<file path="src/prom_prog_params.svh">
`ifndef PROM_PROG_PARAMS_SVH
`define PROM_PROG_PARAMS_SVH

`define ADDR_W 17
`define DATA_W 8
`define ADDR_USABLE_LO 17'h0_0000
`define ADDR_USABLE_HI 17'h0_EDFF
`define ADDR_SPACE_TOP 17'h1_FFFF
`define FILL_BYTE 8'hFF
`define CLK_PERIOD_NS 25
// Setup, hold, output delay and pulse width figures in ns
`define T_SETUP_NS 2000
`define T_DATA_HOLD_NS 2000
`define T_OE_DELAY_NS 200
`define T_PULSE_NS 200000
// Least times round up, pulse width rounds down to stay in window
`define CYC_SETUP ((`T_SETUP_NS + `CLK_PERIOD_NS - 1) / `CLK_PERIOD_NS)
`define CYC_HOLD ((`T_DATA_HOLD_NS + `CLK_PERIOD_NS - 1) / `CLK_PERIOD_NS)
`define CYC_OE ((`T_OE_DELAY_NS + `CLK_PERIOD_NS - 1) / `CLK_PERIOD_NS + 1)
`define CYC_PULSE (`T_PULSE_NS / `CLK_PERIOD_NS)
`define RETRY_MAX 5'h19
`define CNT_W 16
`define RETRY_W 5

`endif

</file>
<file path="src/prom_prog_pkg.sv">
package prom_prog_pkg;
  // Strobe levels driven to the device, all active low
  typedef struct packed {
    logic chip_sel_n;
    logic out_gate_n;
    logic program_strobe_low;
  } strobes_t;

  typedef struct packed {
    logic [16:0] addr;
    logic [7:0] data;
  } request_t;

  typedef enum logic [5:0] {
    ST_IDLE = 6'b00_0001,
    ST_SETUP = 6'b00_0010,
    ST_PULSE = 6'b00_0100,
    ST_HOLD = 6'b00_1000,
    ST_VERIFY = 6'b01_0000,
    ST_DONE = 6'b10_0000
  } state_t;
endpackage : prom_prog_pkg

</file>
<file path="src/prom_programmer.sv">
`timescale 1ns/1ps
`default_nettype none
`include "prom_prog_params.svh"

// Contract
// Strobe combination selects write, verify, or float
// One byte per program pulse, never page
// Only usable range is programmed and verified
// Addresses above usable range get all-ones
// Byte-by-byte pulse then verify algorithm
// Strobe sequencing like standard byte-wide EPROM
// Verify outside usable range is meaningless
// Retry pulses until match, else write error
module prom_programmer (
  input wire logic CLK, // Clock, 40 MHz
  input wire logic RESETN, // Async reset, active low
  input wire logic REQ_VALID, // Program request pulse
  input wire logic [16:0] REQ_ADDR, // Byte address
  input wire logic [7:0] REQ_DATA, // Byte to program
  output logic BUSY, // Operation in progress
  output logic DONE, // One-cycle completion pulse
  output logic WRITE_ERROR, // With DONE: byte failed
  output logic CHIP_SEL_N, // Chip select to device
  output logic OUT_GATE_N, // Output gate to device
  output logic PROGRAM_STROBE_LOW, // Program strobe to device
  output logic [16:0] PROM_ADDRESS_PINS, // Address to device
  output logic [7:0] PROM_DATA_PINS_O, // Data driven to device
  output logic PROM_DATA_PINS_OE, // High while driving data
  input wire logic [7:0] PROM_DATA_PINS_I // Data read from device
);
  prom_prog_pkg::state_t state;
  prom_prog_pkg::request_t req;
  prom_prog_pkg::strobes_t strb;
  logic [`RETRY_W-1:0] retries;
  logic tmr_load;
  logic [`CNT_W-1:0] tmr_count;
  logic tmr_done;
  logic match;
  logic verify_end;

  function automatic logic [7:0] legal_data(input logic [16:0] a, input logic [7:0] d);
    legal_data = (a > `ADDR_USABLE_HI) ? `FILL_BYTE : d;
  endfunction : legal_data

  function automatic logic in_usable(input logic [16:0] a);
    in_usable = (a <= `ADDR_USABLE_HI);
  endfunction : in_usable

  prom_delay_timer u_timer (
    .CLK(CLK),
    .RESETN(RESETN),
    .load(tmr_load),
    .count(tmr_count),
    .expired(tmr_done)
  );

  assign match = (PROM_DATA_PINS_I == req.data);

  // Last cycle of a verify read, where the byte is judged
  assign verify_end = (state == prom_prog_pkg::ST_VERIFY) && tmr_done;

  // Timer reload on every state entry except the return to ST_IDLE
  always_comb begin
    tmr_load = 1'b0;
    tmr_count = 16'h0000;
    case (state)
      prom_prog_pkg::ST_IDLE: begin
        tmr_load = REQ_VALID;
        tmr_count = 16'(`CYC_SETUP);
      end
      prom_prog_pkg::ST_SETUP: begin
        tmr_load = tmr_done;
        tmr_count = 16'(`CYC_PULSE);
      end
      prom_prog_pkg::ST_PULSE: begin
        tmr_load = tmr_done;
        tmr_count = 16'(`CYC_HOLD);
      end
      prom_prog_pkg::ST_HOLD: begin
        tmr_load = tmr_done;
        tmr_count = 16'(`CYC_OE);
      end
      prom_prog_pkg::ST_VERIFY: begin
        tmr_load = tmr_done;
        tmr_count = 16'(`CYC_SETUP);
      end
      prom_prog_pkg::ST_DONE: begin
        tmr_load = 1'b0;
        tmr_count = 16'h0000;
      end
      default: begin
        tmr_load = 1'b0;
        tmr_count = 16'h0000;
      end
    endcase
  end

  // Sequencer: setup, one pulse, hold, verify read, retry
  always_ff @(posedge CLK or negedge RESETN) begin
    if (!RESETN) begin
      state <= prom_prog_pkg::ST_IDLE;
    end else begin
      case (state)
        prom_prog_pkg::ST_IDLE: begin
          if (REQ_VALID) begin
            state <= prom_prog_pkg::ST_SETUP;
          end
        end
        prom_prog_pkg::ST_SETUP: begin
          if (tmr_done) begin
            state <= prom_prog_pkg::ST_PULSE;
          end
        end
        prom_prog_pkg::ST_PULSE: begin
          if (tmr_done) begin
            state <= prom_prog_pkg::ST_HOLD;
          end
        end
        prom_prog_pkg::ST_HOLD: begin
          if (tmr_done) begin
            state <= prom_prog_pkg::ST_VERIFY;
          end
        end
        prom_prog_pkg::ST_VERIFY: begin
          if (tmr_done) begin
            // Count includes the attempt ending now
            if (!in_usable(req.addr) || match || (retries + 5'h01) == `RETRY_MAX) begin
              state <= prom_prog_pkg::ST_DONE;
            end else begin
              state <= prom_prog_pkg::ST_SETUP;
            end
          end
        end
        prom_prog_pkg::ST_DONE: begin
          state <= prom_prog_pkg::ST_IDLE;
        end
        default: begin
          state <= prom_prog_pkg::ST_IDLE;
        end
      endcase
    end
  end

  // Request capture, fill byte substituted above usable range
  always_ff @(posedge CLK or negedge RESETN) begin
    if (!RESETN) begin
      req <= '0;
    end else if (state == prom_prog_pkg::ST_IDLE && REQ_VALID) begin
      req.addr <= REQ_ADDR;
      req.data <= legal_data(REQ_ADDR, REQ_DATA);
    end
  end

  // Pulse counter
  always_ff @(posedge CLK or negedge RESETN) begin
    if (!RESETN) begin
      retries <= 5'h00;
    end else if (state == prom_prog_pkg::ST_IDLE) begin
      retries <= 5'h00;
    end else if (verify_end) begin
      retries <= retries + 5'h01;
    end
  end

  // Strobe decode per state
  always_comb begin
    strb = '{chip_sel_n: 1'b1, out_gate_n: 1'b1, program_strobe_low: 1'b1};
    case (state)
      prom_prog_pkg::ST_SETUP, prom_prog_pkg::ST_HOLD: begin
        strb.chip_sel_n = 1'b0;
      end
      prom_prog_pkg::ST_PULSE: begin
        strb.chip_sel_n = 1'b0;
        strb.program_strobe_low = 1'b0;
      end
      prom_prog_pkg::ST_VERIFY: begin
        strb.chip_sel_n = 1'b0;
        strb.out_gate_n = 1'b0;
      end
      default: begin
        strb = '{chip_sel_n: 1'b1, out_gate_n: 1'b1, program_strobe_low: 1'b1};
      end
    endcase
  end

  // Registered pin drive; data released during verify
  always_ff @(posedge CLK or negedge RESETN) begin
    if (!RESETN) begin
      CHIP_SEL_N <= 1'b1;
      OUT_GATE_N <= 1'b1;
      PROGRAM_STROBE_LOW <= 1'b1;
      PROM_ADDRESS_PINS <= `ADDR_USABLE_LO;
      PROM_DATA_PINS_O <= `FILL_BYTE;
      PROM_DATA_PINS_OE <= 1'b0;
    end else begin
      CHIP_SEL_N <= strb.chip_sel_n;
      OUT_GATE_N <= strb.out_gate_n;
      PROGRAM_STROBE_LOW <= strb.program_strobe_low;
      PROM_ADDRESS_PINS <= req.addr;
      PROM_DATA_PINS_O <= req.data;
      PROM_DATA_PINS_OE <= (state == prom_prog_pkg::ST_SETUP) ||
                           (state == prom_prog_pkg::ST_PULSE) ||
                           (state == prom_prog_pkg::ST_HOLD);
    end
  end

  // Status outputs
  always_ff @(posedge CLK or negedge RESETN) begin
    if (!RESETN) begin
      BUSY <= 1'b0;
      DONE <= 1'b0;
      WRITE_ERROR <= 1'b0;
    end else begin
      BUSY <= (state != prom_prog_pkg::ST_IDLE) || REQ_VALID;
      DONE <= (state == prom_prog_pkg::ST_DONE);
      if (verify_end) begin
        WRITE_ERROR <= in_usable(req.addr) && !match;
      end
    end
  end
endmodule : prom_programmer
`default_nettype wire

</file>
<file path="src/prom_delay_timer.sv">
`timescale 1ns/1ps
`default_nettype none
`include "prom_prog_params.svh"

module prom_delay_timer (
  input wire logic CLK, // Clock
  input wire logic RESETN, // Async reset, active low
  input wire logic load, // Start a new wait
  input wire logic [`CNT_W-1:0] count, // Cycles to wait
  output logic expired // High once the wait is over
);
  logic [`CNT_W-1:0] remaining;

  always_ff @(posedge CLK or negedge RESETN) begin
    if (!RESETN) begin
      remaining <= 16'h0000;
    end else if (load) begin
      remaining <= count;
    end else if (remaining != 16'h0000) begin
      remaining <= remaining - 16'h0001;
    end
  end

  // Count only, so callers may derive load from it without a loop
  assign expired = (remaining == 16'h0000);
endmodule : prom_delay_timer
`default_nettype wire

</file>
<file path="config.mk">
export PLATFORM = sky130hd
export DESIGN_NAME = prom_programmer
export DESIGN_NICKNAME = d
export VERILOG_FILES = /design/src/prom_prog_pkg.sv /design/src/prom_programmer.sv /design/src/prom_delay_timer.sv
export VERILOG_INCLUDE_DIRS = /design/src
export SDC_FILE = /design/constraint.sdc
export NUM_CORES = 1
export LEC_CHECK = 0
export BUFFER_PORTS_ARGS = -buffer_cell sky130_fd_sc_hd__buf_4
export CORE_ASPECT_RATIO = 1.1
export CORE_MARGIN = 8
export CORE_UTILIZATION = 35
export DETAILED_ROUTE_END_ITERATION = 7
export HOLD_SLACK_MARGIN = 0.12
export PLACE_DENSITY = 0.65
export RECOVER_POWER = 50
export SETUP_SLACK_MARGIN = 0.02
export SYNTH_ARGS = -nofsm -noshare
export SYNTH_HDL_FRONTEND = slang
export SYNTH_SLANG_ARGS = --single-unit
</file>
<file path="constraint.sdc">
create_clock -name CLK -period 2.9 [get_ports CLK]
set_input_delay 0.58 -clock CLK [delete_from_list [all_inputs] [get_ports CLK]]
set_output_delay 0.58 -clock CLK [all_outputs]
set_load 0.01 [all_outputs]
</file>
==> results of run 1 <==
worst max-delay path, stage by stage (launching register included):
cell and delay (ns):
dfrtp_1 0.47, nor4_2 0.37, nand3b_1 0.19, nor2_2 0.55
buf_4 0.33, o22a_1 0.16
metal layers:
| metal | vias up | global-route usage | wire length, um |
|---|---|---|---|
| met5 | - | 0 | 0 |
| met4 | 0 | 0.0676 | 154 |
| met3 | 13 | 0.0322 | 407 |
| met2 | 66 | 0.194 | 3720 |
| met1 | 1237 | 0.143 | 3390 |
| li1 | 1215 | - | - |
how the worst min path moves through the flow:
stage | end | slack (ns) | cells past startpoint
2_1_floorplan | BUSY | 0.28 | 0
3_3_place_gp | PROM_ADDRESS_PINS[7] | 0.36 | 0
3_5_place_dp | PROM_ADDRESS_PINS[6] | 0.36 | 0
4_1_cts | PROM_ADDRESS_PINS[6] | 0.38 | 0
5_1_grt | PROM_ADDRESS_PINS[8] | 0.39 | 0
6_report | PROM_ADDRESS_PINS[3] | 0.38 | 0
area by class of cell:
type	instances	area [um2]
clock buffers	10	128
flip-flops and latches	84	2120
inverters	6	22.5
repair buffers	70	523
fillers	936	5500
multi-input cells	216	1300
clock inverters	6	50.0
well taps	120	150
power by group through the flow:
stage / logic, uW / registers (uW) / clock network (uW)
2_1_floorplan: 776 / 2050 / 0
3_3_place_gp: 1370 / 2010 / 0
3_5_place_dp: 1390 / 2030 / 0
4_1_cts: 1400 / 2010 / 783
5_1_grt: 1530 / 2070 / 830
6_report: 1370 / 2000 / 751
stage by stage:
stage | hold WS (ns) | power, uW | utilization
floorplan | 0.284 | 2820 | -
global placement | 0.356 | 3380 | 0.421
detailed placement | 0.358 | 3420 | 0.421
CTS | 0.378 | 4190 | 0.439
global route | 0.387 | 4430 | 0.438
finish | 0.379 | 4120 | 0.438
state kept, by name, indices dropped and copies added, names as in the netlist, 5 cells and up:
register and cells:
PROM_ADDRESS_PINS 17, PROM_DATA_PINS_O 8, req 25, retries 5, state 6, u_timer.remaining 16
placed cells by master (no fill, tap or decap), types with 8 or more instances in the layout:
cell type / netlist / layout
a21oi_1: 13 / 13
nand2b_1: 8 / 8
nor2_1: 17 / 16
dfstp_2: 12 / 12
nand3_1: 9 / 9
o21ai_0: 13 / 13
dfrtp_1: 72 / 72
o22a_1: 8 / 8
xnor2_1: 14 / 14
clkbuf_8: 0 / 9
xor2_1: 8 / 8
nand2_1: 67 / 67
buf_4: 0 / 69
synthesized netlist by cell type (all sizes together), types with 4 or more instances:
master   n
inv      6
ha       4
nand3    9
dfstp   12
nand2b   8
xnor2   14
xor2     8
dfrtp   72
or3      6
nand2   68
nor4     6
o22a     8
clkbuf   8
nor3     4
nand4    4
o21ai   13
a21oi   13
and2     5
nor2    17
logic make-up (layout without fill, tap and decap cells):
logic type	Yosys count	in the layout	synth area share
simple gates	141	141	0.213
flops	84	84	0.607
compound gates	49	49	0.0901
xor+xnor	22	22	0.0553
buf+inv	17	92	0.0197
fa+ha+maj	4	4	0.0144
==> summary.md, run 1 <==
| Metric | Value |
|---|---|
| Result of the run | `finished, violations left` |
| Failing checks | `capacitance limit, slew limit` |
| Maximum number of pins on one net before global-route repair | `83` |
| Area of all placed cells without fillers | `4290 um2` |
| Internal power summed over all cells | `2660 uW` |
| Number of routed nets with antenna violations | `0` |
| R2R Path Start | `state[1]` |
| Port Buffers | `67` |
| Netlist cell types | `48` |
| Leakage | `0.00195 uW` |
| Peak VDD IR | `260 uV` |
| Final setup vio count | `0` |
| Most used flip-flop cell after synthesis | `dfrtp_1` |
| Power share of the sequential group | `0.486` |
| Antenna violations before repair | `0` |
| Die outline area | `13400 um2` |
| Fin nets | `427` |
| First-pass GRT wire length | `13100 um` |
| Power density over cell area | `960 nW/um2` |
| TritonCTS Buffers | `9` |
| Starting utilization of the core area | `0.356` |
| Critical path class | `reg2reg` |
| Hold violation total from the final report | `0` |
| Endpoint kind of the worst setup timing path | `register` |
| Type of the most critical hold path | `reg2reg` |
| Timing-limited maximum frequency | `472 MHz` |
| Layout cells sized above 1 | `0.278` |
| Unrepaired setup endpoints after global routing | `false` |
| Number of clock sinks seen by CTS | `84` |
| CORE AREA | `9790 um2` |
| Post-Route Skew | `0.0103 ns` |
| WP data required | `3.20 ns` |
| Slew @ Worst Pin | `1.97 ns` |
| Crit path to | `req[4]` |
| Share of the yosys chip area belonging to registers | `0.607` |
| TritonCTS clock tree | `yes` |
| Crit path arrival time | `2.42 ns` |
| Sum Neg Setup Slack | `0 ns` |
| Later-pin clock latency in the skew report | `0.36 ns` |
| Vert. Die Dim | `121 um` |
| End of the worst register-to-register path | `req[4]` |
| Share of Yosys cell area claimed by the top area cell type | `0.517` |
| Final period util | `0.731` |
| Count of antenna diodes in the layout | `0` |
| Gpl congestion | `0.888` |
| IO Pins | `68` |
| Number of buffers inserted by hold repair at cts | `0` |
| Proportion of power drawn by the clock network | `0.182` |
| Hold Startpoint | `req[11]` |
| HPWL after detailed placement | `5490 um` |
| Drt wl/cell | `15.0 um` |
| Synth Area per Inst | `11.0 um2` |
| CTS clk-pin slew, worst paths | `0.08 ns` |
| Yosys reg bits | `84` |
| Switching fraction of total power | `0.354` |
| Combinational Power Share | `0.332` |
| Post-cts resize count | `0` |
| Worst reg2reg path depth | `5` |
| Via-to-Cell Ratio | `4.94` |
| Setup slack of the critical path after layout | `0.779 ns` |
| Final routed wirelength across all metal layers | `7670 um` |
| Total setup buffers inserted after CTS | `0` |
| Sw Pwr | `1460 uW` |
| Clock Tree Buf Depth | `2` |
| Worst max-slew margin expressed relative to the limit | `-0.312` |
| Die X-Extent | `111 um` |
| Number of placement rows | `38` |
| Peak fanout along the critical path | `16` |
| GRT Total Usage | `0.120` |
| Register-to-register path setup slack | `0.78 ns` |
| Startpoint type of the worst setup path | `register` |
| Final global-route overflow total | `0` |
| Instance area at placement | `4120 um2` |
| Largest area contributor in the netlist | `dfrtp_1` |
| Largest cells by area after synthesis | `dfrtp_1 (52%), dfstp_2 (9.0%), nand2_1 (7.2%)` |
| Post-placement worst setup slack | `0.750 ns` |
| Final Non-Filler Cells | `512` |
| Area growth from synthesis to final layout | `23.1%` |
| Vias | `2531` |
| Worst setup path startpoint | `state[1]` |
| Count of unresolved DRC violations after routing | `0` |
| Synth Instances | `317` |
| Slew Viols, Final | `83` |
| Root Buffer Master | `clkbuf_8` |
| Synthesized Nets | `357` |
| Number of flops mapped to enable cells by yosys | `0` |
| Number of max-cap violations | `1` |
| Proportion of register bits with asynchronous set or reset after synthesis | `1.00` |
| Count of placed standard cells including taps | `496` |
| Number of design-rule violations left by the first detailed-router iteration | `158` |
| H-tree depth | `3` |
| Shortest clock period the worst path allows after layout | `2.12 ns` |
| Number of warning messages in the yosys log | `0` |
| Number of global-route vias before repair | `2602` |
| Cell area after synthesis | `3490 um2` |
| DRT Pass-1 Iters | `6` |
Power figures use the tool's default switching activity.
==> run 2: changes to the inputs <==
- clock period: 2.9 -> 2.1 ns (I/O delays scaled with it)
==> run 2 against run 1 <==
  * The run now ends clean
  * Clock-buffer cell count rose by 1
  * Power rose by 39%
  * Die area did not move
  * Combinational power rose by 42%
  * Via count fell by 1.7%
  * Critical path depth fell by 1
  * Wire length fell by 1.8%
  * Clock skew fell by 0.0026 ns
  * Sequential power rose by 38%
  * Final area rose by 1.9%
  * Sequential share of layout area fell by 0.90 points
  * Critical endpoint is now req[2]
  * Largest cell class unchanged
  * Largest power group unchanged
==> summary.md, run 2 (synthesis results as in run 1) <==
| Metric | Value |
|---|---|
| Result of the run | `completed` |
| Peak VDD IR | `431 uV` |
| Antenna violations before repair | `0` |
| Sum Neg Setup Slack | `0 ns` |
| Area growth from synthesis to final layout | `25.4%` |
| Number of global-route vias before repair | `2561` |
| HPWL after detailed placement | `5540 um` |
| Crit path arrival time | `2.15 ns` |
| Vias | `2487` |
| Timing-limited maximum frequency | `523 MHz` |
| TritonCTS clock tree | `yes` |
| Power density over cell area | `1310 nW/um2` |
| CP max stage cell | `or3_1` |
| First-pass GRT wire length | `12800 um` |
| CTS clk-pin slew, worst paths | `0.08 ns` |
| Gpl congestion | `0.869` |
| Count of antenna diodes in the layout | `0` |
| Final period util | `0.911` |
| Registers with the most flip-flops | `req: 25 flops, PROM_ADDRESS_PINS: 17 flops, u_timer.remaining: 16 flops` |
| Flip-flop count of the largest register, all copies and words added | `25` |
| Setup slack of the critical path after layout | `0.187 ns` |
| Global-route track usage on met3 | `0.0352` |
| Endpoint kind of the worst setup timing path | `register` |
| IO Pins | `68` |
| Leakage | `0.00200 uW` |
| Fin nets | `436` |
| Post-placement worst setup slack | `0.0956 ns` |
| Sequential cell area | `2120 um2` |
| Slew Viols, Final | `0` |
| Die outline area | `13400 um2` |
| Number of clock sinks seen by CTS | `84` |
| Via-to-Cell Ratio | `4.77` |
| TritonCTS Buffers | `9` |
| Layout cells sized above 1 | `0.297` |
| WP data required | `2.34 ns` |
| Slew @ Worst Pin | `0.694 ns` |
| Drt wl/cell | `14.5 um` |
| Port Buffers | `67` |
| Worst max-slew margin expressed relative to the limit | `0.538` |
| Clock Tree Buf Depth | `2` |
| Final global-route overflow total | `0` |
| Later-pin clock latency in the skew report | `0.36 ns` |
| Unrepaired setup endpoints after global routing | `false` |
| Starting utilization of the core area | `0.356` |
| Die X-Extent | `111 um` |
| Number of max-cap violations | `0` |
| Hold violation total from the final report | `0` |
| Met2 Track Usage GR | `0.187` |
| Peak fanout along the critical path | `9` |
| DRT Pass-1 Iters | `4` |
| Final setup vio count | `0` |
| Final routed wirelength across all metal layers | `7530 um` |
| Global route hottest layer | `met2` |
| Root Buffer Master | `clkbuf_8` |
| CORE AREA | `9790 um2` |
| Commonest non-fill, non-tap cell in the layout | `buf_4` |
| Leading cell types in the layout, fill and taps excluded | `buf_4 (75), dfrtp_1 (72), nand2_1 (67)` |
| Multi-input gate area in the final layout | `1320 um2` |
| Post-Route Skew | `0.00768 ns` |
| Count of unresolved DRC violations after routing | `0` |
| Shortest clock period the worst path allows after layout | `1.91 ns` |
| Largest reg by FF count | `req` |
| Max stage delay on crit path | `0.53 ns` |
| Number of routed nets with antenna violations | `0` |
| Maximum number of pins on one net before global-route repair | `44` |
| Number of placement rows | `38` |
| Register-to-register path setup slack | `0.19 ns` |
| GRT met1 Usage | `0.145` |
| GRT Total Usage | `0.118` |
| Type of the most critical hold path | `in2reg` |
| Vert. Die Dim | `121 um` |
| Fillcell total | `950` |
| Number of design-rule violations left by the first detailed-router iteration | `81` |
| H-tree depth | `3` |
| Critical path class | `reg2reg` |
| Startpoint type of the worst setup path | `register` |
| Critical path cell sequence | `nor4_2 > nand4b_1 > or3_1 > o22a_1` |
## run 2: cell types whose count changed in the layout (fill, tap and decap cells not counted)
cell | previous run | this run
buf_4 | 69 | 75
clkbuf_2 | 1 | 2
clkbuf_4 | 0 | 1
clkbuf_8 | 9 | 10
clkinv_2 | 0 | 1
clkinv_4 | 3 | 2
dlygate4sd3_1 | 0 | 1
inv_6 | 1 | 0
nor2_2 | 1 | 0
nor2_4 | 0 | 1
nor3b_1 | 3 | 2
nor3b_2 | 0 | 1
o31a_1 | 1 | 0
o31a_2 | 0 | 1
## run 2: report_power, final
part           switching, uW  internal, uW  leakage, uW
Clock                    579           464    0.0000855
Sequential               449          2310      0.00101
Combinational            973           965     0.000902
Total                   2000          3740      0.00200
## run 2: per-layer routing
layer	routed length (um)	vias to the layer above
li1	-	1237
met1	3400	1185
met2	3640	53
met3	346	12
met4	140	0
met5	0	-
## run 2: repair_timing
item	in CTS	in global routing
hold buffers	1	0
resized for setup	0	3
hold endpoints to repair	21	0
setup buffers	0	2
setup endpoints to repair	0	24
## run 2: final timing paths
kind	startpoint	end	cells past startpoint
max	state[1]	req[2]	4
min	REQ_ADDR[8]	req[16]	3
max reg2reg	state[1]	req[2]	4
min reg2reg	req[8]	PROM_ADDRESS_PINS[0]	0
max in group asynchronous	RESETN	u_timer.remaining[8]	3
min in group asynchronous	RESETN	u_timer.remaining[1]	2
## run 2: cell type report
type                       count  share of cell area
multi-input combinational    216               0.301
timing repair buffer          79               0.135
clock inverter                 5             0.00858
clock buffer                  11              0.0323
inverter                       6             0.00515
tap                          120              0.0343
sequential                    84               0.484
## run 2: critical path: cells and delay by family, from the launching register on
family	cells	cell delay, ns
simple gates	3	1.10
compound gates	1	0.24
flops	1	0.47
## run 2: per-stage QoR
step | instance area, um2 | instances | util | total power, uW | hold WS, ns
floorplan | 3490 | 317 | - | 3900 | 0.124
detailed placement | 4180 | 502 | 0.426 | 4760 | 0.359
global placement | 4180 | 502 | 0.426 | 4700 | 0.356
CTS | 4370 | 519 | 0.446 | 5810 | 0.231
finish | 4370 | 521 | 0.447 | 5740 | 0.253
global route | 4370 | 521 | 0.447 | 6160 | 0.248
